[config.mk]
export PLATFORM = sky130hd
export DESIGN_NAME = msd_top
export DESIGN_NICKNAME = d
export VERILOG_FILES = /design/src/hw/msd_pkg.sv /design/src/hw/msd_stack.sv /design/src/hw/msd_top.sv
export SDC_FILE = /design/constraint.sdc
export NUM_CORES = 1
export LEC_CHECK = 0
export ABC_AREA = 1
export BUFFER_PORTS_ARGS = -buffer_cell sky130_fd_sc_hd__buf_2
export CORE_ASPECT_RATIO = 2
export CORE_MARGIN = 4
export CORE_UTILIZATION = 48
export DETAILED_ROUTE_END_ITERATION = 6
export GPL_ROUTABILITY_DRIVEN = 0
export PLACE_DENSITY = 0.95
export SLEW_MARGIN = 10
export SYNTH_ARGS = -nofsm -noshare
export SYNTH_HDL_FRONTEND = slang
export SYNTH_HIERARCHICAL = 1
export SYNTH_SLANG_ARGS = --single-unit
[constraint.sdc]
create_clock -name clk -period 3.2 [get_ports clk]
set_clock_uncertainty 0.1 [all_clocks]
set_input_delay 0.8 -clock clk [delete_from_list [all_inputs] [get_ports clk]]
set_output_delay 0.8 -clock clk [all_outputs]
set_load 0.1 [all_outputs]
[src/hw/msd_pkg.sv]
// Constants for the memory space decoder
package msd_pkg;
    localparam int         CODE_BANK_BITS   = 15;
    localparam logic [1:0] CODE_BANKS_LARGE = 2'h3;
    localparam logic [7:0] SP_RESET         = 8'h07;
    localparam logic [7:0] LOWER_TOP        = 8'h7F;
    localparam logic [7:0] BIT_BASE         = 8'h20;
    localparam logic [7:0] BIT_TOP          = 8'h2F;
    localparam logic [7:0] REG_TOP          = 8'h1F;
    localparam int         BANK_LO_POS      = 3;
    localparam int         BANK_HI_POS      = 4;
    localparam int         CODE_SEL_LSB     = 0;
endpackage

[src/hw/msd_stack.sv]
// Stack pointer with push and pop sequencing
`timescale 1ns/1ps
module msd_stack
(
    input  wire logic       clk,
    input  wire logic       rstn,
    input  wire logic       push,
    input  wire logic       pop,
    input  wire logic       sp_wr,
    input  wire logic [7:0] sp_wdata,
    output logic      [7:0] sp_q,
    output logic      [7:0] stack_addr
);
    // Pointer update; full 8-bit wrap lets stack span all 256 bytes
    always_ff @(posedge clk or negedge rstn)
    begin
        if (!rstn)
            sp_q <= msd_pkg::SP_RESET; // RQ17
        else if (sp_wr)
            sp_q <= sp_wdata; // RQ18
        else if (push)
            sp_q <= sp_q + 8'h01; // RQ16
        else if (pop)
            sp_q <= sp_q - 8'h01; // RQ19
    end

    // Push targets one above; pop reads the pointed location
    always_comb
    begin
        stack_addr = push ? sp_q + 8'h01 : sp_q; // RQ16 RQ19
    end
endmodule

[src/hw/msd_top.sv]
// Memory space decoder: code banking, data RAM routing, bits, stack
// How it works
// [RQ1] Instruction kind picks program or data space
// [RQ2] Program memory is 32 kB code banks
// [RQ3] Bank zero always at 0x0000-0x7FFF
// [RQ4] Selected upper bank at 0x8000-0xFFFF; code maps a select of 0 to bank 1 there instead
// [RQ5] 256 bytes internal data RAM
// [RQ6] Lower 128 bytes direct or indirect
// [RQ7] Special registers separate from upper RAM
// [RQ8] Direct above 0x7F goes to special registers
// [RQ9] Indirect above 0x7F goes to upper RAM
// [RQ10] 0x00-0x1F are four eight-register banks
// [RQ11] Status word bits 3,4 select bank
// [RQ12] First two bank registers are pointers
// [RQ13] 0x20-0x2F bytes also 128 bits
// [RQ14] Bit address is 8*offset plus bit
// [RQ15] Operand type alone picks bit access
// [RQ16] Push writes pointer+1 then increments
// [RQ17] Stack pointer resets to 0x07
// [RQ18] Stack anywhere, up to 256 deep
// [RQ19] Pop reads pointer then decrements
`timescale 1ns/1ps
module msd_top
#(
    parameter int         NUM_CODE_BANKS = 4,
    parameter logic [1:0] MAX_BANK       = msd_pkg::CODE_BANKS_LARGE
)
(
    input  wire logic        clk,
    input  wire logic        rstn,
    input  wire logic        req,
    input  wire logic        is_code,
    input  wire logic [15:0] code_addr,
    input  wire logic [1:0]  code_bank_select_register,
    input  wire logic        is_indirect,
    input  wire logic        ptr_sel,
    input  wire logic [7:0]  direct_addr,
    input  wire logic        is_bit,
    input  wire logic [6:0]  bit_addr,
    input  wire logic [7:0]  program_status_word,
    input  wire logic [7:0]  index_register_zero,
    input  wire logic [7:0]  index_register_one,
    input  wire logic        push,
    input  wire logic        pop,
    input  wire logic        sp_wr,
    input  wire logic [7:0]  sp_wdata,
    output logic             code_sel_q,
    output logic [16:0]      code_phys_q,
    output logic             ram_sel_q,
    output logic             special_function_registers_sel_q,
    output logic [7:0]       data_addr_q,
    output logic             bit_access_q,
    output logic [2:0]       bit_pos_q,
    output logic [7:0]       pointer_addr_q,
    output logic [1:0]       active_bank_q,
    output logic [7:0]       stack_pointer_q,
    output logic [7:0]       stack_addr_q
);
    logic [1:0]  bank_d;
    logic [1:0]  upper_bank;
    logic [16:0] code_phys_d;
    logic [7:0]  ptr_d;
    logic [7:0]  byte_addr_d;
    logic        ram_d;
    logic        sfr_d;
    logic [7:0]  sp_cur;
    logic [7:0]  stk_addr;

    msd_stack u_stack
    (
        .clk        (clk),
        .rstn       (rstn),
        .push       (push),
        .pop        (pop),
        .sp_wr      (sp_wr),
        .sp_wdata   (sp_wdata),
        .sp_q       (sp_cur),
        .stack_addr (stk_addr)
    );

    // Working register bank from status word
    always_comb
    begin
        bank_d = {program_status_word[msd_pkg::BANK_HI_POS],
                  program_status_word[msd_pkg::BANK_LO_POS]}; // RQ11
    end

    // Select 0 maps to bank 1; numbers above MAX_BANK clamp to the top bank on small parts
    always_comb
    begin
        upper_bank = code_bank_select_register;
        if (upper_bank == 2'h0)
            upper_bank = 2'h1;
        if (upper_bank > MAX_BANK)
            upper_bank = MAX_BANK; // RQ2
    end

    // Code address to flat 32 kB bank image
    always_comb
    begin
        if (!code_addr[15])
            code_phys_d = {2'h0, code_addr[14:0]}; // RQ3
        else
            code_phys_d = {upper_bank, code_addr[14:0]}; // RQ4 RQ2
    end

    // Indirect pointer from first two registers of active bank
    always_comb
    begin
        ptr_d = ptr_sel ? index_register_one : index_register_zero; // RQ12
    end

    // Byte address and space routing
    always_comb
    begin
        byte_addr_d = 8'h00;
        ram_d = 1'b0;
        sfr_d = 1'b0;
        if (is_bit)
        begin
            // Bit area lower half only; upper bit space left to registers
            byte_addr_d = msd_pkg::BIT_BASE + {4'h0, bit_addr[6:3]}; // RQ14
            ram_d = 1'b1; // RQ13 RQ15
        end
        else if (is_indirect)
        begin
            byte_addr_d = ptr_d;
            ram_d = 1'b1; // RQ9 RQ6
        end
        else if (direct_addr > msd_pkg::LOWER_TOP)
        begin
            byte_addr_d = direct_addr;
            sfr_d = 1'b1; // RQ8 RQ7
        end
        else
        begin
            byte_addr_d = direct_addr;
            ram_d = 1'b1; // RQ6 RQ5
        end
    end

    // Registered access decode
    always_ff @(posedge clk or negedge rstn)
    begin
        if (!rstn)
        begin
            code_sel_q <= 1'b0;
            code_phys_q <= 17'h00000;
            ram_sel_q <= 1'b0;
            special_function_registers_sel_q <= 1'b0;
            data_addr_q <= 8'h00;
            bit_access_q <= 1'b0;
            bit_pos_q <= 3'h0;
        end
        else
        begin
            code_sel_q <= req && is_code; // RQ1
            code_phys_q <= code_phys_d;
            ram_sel_q <= req && !is_code && ram_d; // RQ1
            special_function_registers_sel_q <= req && !is_code && sfr_d;
            data_addr_q <= byte_addr_d;
            bit_access_q <= req && !is_code && is_bit; // RQ15
            bit_pos_q <= bit_addr[2:0]; // RQ14
        end
    end

    // Bank and pointer tracking
    always_ff @(posedge clk or negedge rstn)
    begin
        if (!rstn)
        begin
            active_bank_q <= 2'h0;
            pointer_addr_q <= 8'h00;
        end
        else
        begin
            active_bank_q <= bank_d; // RQ10 RQ11
            pointer_addr_q <= ptr_d; // RQ12
        end
    end

    // Stack outputs registered so every output is a flop
    always_ff @(posedge clk or negedge rstn)
    begin
        if (!rstn)
        begin
            stack_pointer_q <= msd_pkg::SP_RESET; // RQ17
            stack_addr_q <= 8'h00;
        end
        else
        begin
            stack_pointer_q <= sp_cur;
            stack_addr_q <= stk_addr; // RQ16
        end
    end
endmodule

## After elaboration in Yosys (flattened, before gate mapping)

Index checks and enable logic that the tools add are counted.

| cells by class | value |
|---|---|
| add/subtract/negate cells | 3 |
| $lt $le $gt $ge | 2 |
| multiplexer cells | 16 |
| reductions and logical operators | 8 |

Operators by type and width:

| cell | number |
|---|---|
| 8-bit two-way mux | 7 |
| 17-bit two-way mux | 1 |
| 8-bit by 1-bit adder with 8-bit output, second input constant | 1 |
| 8-bit by 7-bit greater-than comparator with 1-bit output, second input constant | 1 |
| 8-bit by 1-bit subtractor with 8-bit output, second input constant | 1 |
| 6-bit by 4-bit adder with 7-bit output, first input constant | 1 |
| 1-bit two-way mux | 6 |
| 1-bit logical AND | 5 |
| 2-bit two-way mux | 2 |
| 3-bit nonzero test | 1 |
| 2-bit greater-than comparator, second input constant | 1 |
| 2-bit zero test | 1 |
| 1-bit zero test | 1 |

| word-level totals | value |
|---|---|
| flip-flop bits (word level) | 66 |
| input port bits | 75 |
| output and inout bits | 58 |
| word-level logic and storage cells | 41 |

## Depth between registers and ports, before layout

| logic depth | value |
|---|---|
| depth in word-level cells | 5 |
| gate-level depth with buffers | 9 |
| gate-level depth less buffers | 8 |

## Modules after synthesis

Netlist, hierarchy kept.

Modules (own cells, without submodules):

| module | times used | cells an instance | area each (sq um) | seq. area each (sq um) |
|---|---|---|---|---|
| msd_top | 1 | 130 | 1766.7 | 1455.1 |
| msd_stack | 1 | 138 | 845.8 | 203.9 |

## Worst setup path before layout

No wires, ideal clock.

| timing path | value |
|---|---|
| kind | reg-to-output |
| from | register active_bank_q[0] |
| to | output port active_bank_q[0] |
| arrival time | 0.883 ns |
| data required time | 2.300 ns |
| setup slack | 1.417 ns |
| cell stages (with the launch flop) | 1 |
| buffers on the path | 0 |
| cell sequence | dfrtp_1 |

RTL lines:

| what | RTL line | RTL |
|---|---|---|
| from (decl) | msd_top.sv:55 | `output logic [1:0] active_bank_q,` |
| from (signal assigned) | msd_top.sv:177 | `active_bank_q <= bank_d;` |

No word-level cell between the ends.

## Final worst setup path

| timing path | value |
|---|---|
| from | register stack_pointer_q[2] |
| to | output port stack_pointer_q[2] |

RTL lines:

| what | RTL line | RTL |
|---|---|---|
| from (decl) | msd_top.sv:56 | `output logic [7:0] stack_pointer_q,` |
| from (signal assigned) | msd_top.sv:187 | `stack_pointer_q <= msd_pkg::SP_RESET;` |
| from (signal assigned) | msd_top.sv:192 | `stack_pointer_q <= sp_cur;` |

No word-level cell between the ends.

==> metrics.csv <==
metric;value;unit
Critical Path Start;stack_pointer_q[2]$_DFF_PN1_;
power per cell area;744;nW/um^2
largest net degree at the start of global routing;43;
Top Family by Delay on Critical Path;flip-flops;
via count;2271;
Reg2Reg Setup Slack;1.47;ns
Startpoint Class;flop;
worst rel slew slack;60.7;%
max_cap viols;0;
RR Endpoint;u_stack/sp_q[1]$_DFFE_PN1P_;
worst min-delay path class;flop to flop;
Final Slew Violations;0;
Die Ht;112;microns
first-pass iteration count of the detailed router;5;
reg-to-reg startpoint;u_stack/sp_q[0]$_DFFE_PN1P_;
clock-pin transition on the worst setup and hold timing paths;0.07;ns
CP Capture Type;output port;
status;finished clean;
Yosys cell types;27;
num ports;133;
area leader, netlist;dfrtp_1;
Layout Cells excl Fill;463;
Ys Warns;6;
synthesized flop and latch total;66;
crit path cell chain;buf_2;
Hold Buf Count CTS;0;
Sequential cell area;1660;sq um
post-DP HPWL;5.26;mm
metal3 WL;536;microns
Async SR Flop Fraction;100;%
Fin. Hold Viols;0;
worst-path maximum fanout;1;
P&R area growth vs syn;36.0;%
Syn Area/Cell;9.75;sq um
nets@finish;479;
row count;37;
Finish-stage setup viols;0;
Overflow after GRT;0;
first-pass GRT wire length;10.8;mm
critical path arrival;1.28;ns
CTS tree;yes;
total stage count of the critical path;1;
setup bufs post-CTS;0;
root buffer selected by CTS;clkbuf_8;
die extent in x;60.2;microns
synth cell count leaders;nand2_1 (81), dfrtp_1 (60), nor2_1 (26);
Syn Nets;347;
Antenna Cells;0;
unrepaired setup endpoints after global routing;no;
crit-path max cell delay;0.52;ns
reg2reg path depth;6;
LEAKAGE;1.94;nW
VDD IR max;0.538;mV
CP Capture Point;stack_pointer_q[2];
Starting Density;49.9;%
multi-input combinational cell area;815;sq um
Most used DFF post-synth;dfrtp_1;
gr usage total;21.6;%
Clock Latency Late Sink;0.33;ns
number of synthesized flops with an enable pin;0;
routed length on met1;2.09;mm
DRC;0;
WS Path Type;flop to output port;
Port Buf Inserts;126;
final worst path period need;2.18;ns
Slew @ Worst Pin;0.590;ns
DR WL/cell;14.4;microns
Max Fclk;0.459;GHz
vias in the first global route;2404;
Cells after Synth;268;
share of layout cells above drive strength 1;39.8;%
fillers;416;
H-tree depth;3;
via-per-instance ratio;4.90;
WP data required;2.30;ns
# resized after CTS;0;
period utilization;68.1;%
top sig layer;met4;
met2 WL post-DR;3.87;mm
setup TNS;0;ns
Synth area leaders;dfrtp_1 (57%), nand2_1 (12%), dfstp_2 (6.0%);
core area;5230;sq um
final wirelength;6.66;mm
Worst Path Buf+Inv;1;
cts bufs inserted;9;
sequential fraction of the synthesis area;63.5;%
Hold Path Origin;u_stack/sp_q[0]$_DFFE_PN1P_;
clk sink count;66;
critical path's slowest cell;dfstp_2;
Routed Antenna Nets;0;
initial antenna violation count;0;
top cell type's share of synthesized area;57.5;%
Clock Tree Buf Depth;2;
1st-iter DRT viols;83;
most common cell in the synthesized netlist;nand2_1;
Cell Area, Synth;2610;sq um
Placed Instances;447;
Die ar.;6760;sq um
==> cells in the final DEF (no fill, tap or decap), types with 2 or more instances in the layout <==
master     instances
buf_2            126
nand2_1           81
o21ai_0           16
inv_1             21
bufinv_16          4
clkbuf_1           2
clkbuf_8           9
nor2_1            26
nor2_4             3
a21boi_1           4
dfstp_2            6
nor2_2             2
o211ai_1           2
nand3_1           18
ha_1               4
dfrtp_1           60
inv_2              3
a21oi_1            4
nand4_1            2
==> registers in the layout (all words and copies together), names as in the netlist <==
signal,cells
stack_pointer_q,8
bit_access_q,1
ram_sel_q,1
data_addr_q,8
stack_addr_q,8
active_bank_q,2
special_function_registers_sel_q,1
code_phys_q,17
bit_pos_q,3
code_sel_q,1
u_stack/sp_q,8
pointer_addr_q,8
==> logic make-up after synthesis <==
family,share of synthesized area [%]
AO/OA/AOI/OAI,6.61
XOR/XNOR,0.335
adder cells (fa/ha/maj),1.92
buffers and inverters,5.32
flip-flops,63.5
AND/OR/NAND/NOR,22.3
==> cell type report <==
class                   count  area share [%]
inverters                  24            2.54
clock inverters             5            3.59
repair buffers            128            18.5
multi-input cells         171            22.9
well taps                  58            2.04
clock buffers              11            3.70
flip-flops and latches     66            46.7
==> metal layers <==
layer  vias up  GRT usage (%)
met2       100           39.2
li1       1106              -
met4         0           11.7
met3        11           6.56
met1      1054           20.2
met5         -              0
==> per-stage QoR <==
| step | worst slack (ns) | power [mW] | cell area, sq um | utilization (%) | hold WS [ns] |
|---|---|---|---|---|---|
| 2_1_floorplan | 1.42 | 1.59 | 2610 | - | 0.249 |
| 3_3_place_gp | 1.25 | 1.74 | 3290 | 63.0 | 0.275 |
| 3_5_place_dp | 1.16 | 1.76 | 3290 | 63.0 | 0.275 |
| 4_1_cts | 0.995 | 2.66 | 3550 | 67.9 | 0.287 |
| 5_1_grt | 0.981 | 2.75 | 3550 | 67.9 | 0.301 |
| 6_report | 1.02 | 2.64 | 3550 | 67.9 | 0.287 |
==> how the worst min path moves through the flow <==
stage | to | slack, ns | cells after the start
after floorplan | stack_pointer_q[5]$_DFF_PN0_ | 0.25 | 0
after global placement | stack_pointer_q[0]$_DFF_PN1_ | 0.28 | 0
after detailed placement | stack_pointer_q[0]$_DFF_PN1_ | 0.28 | 0
after CTS | stack_pointer_q[0]$_DFF_PN1_ | 0.29 | 0
after global routing | stack_pointer_q[0]$_DFF_PN1_ | 0.30 | 0
final | stack_pointer_q[0]$_DFF_PN1_ | 0.29 | 0
==> report_power, final <==
part	internal [mW]	switching (mW)
registers	0.920	0.0456
clock network	0.597	0.301
logic	0.131	0.650
Note: power is estimated with default switching activity, not from simulation.
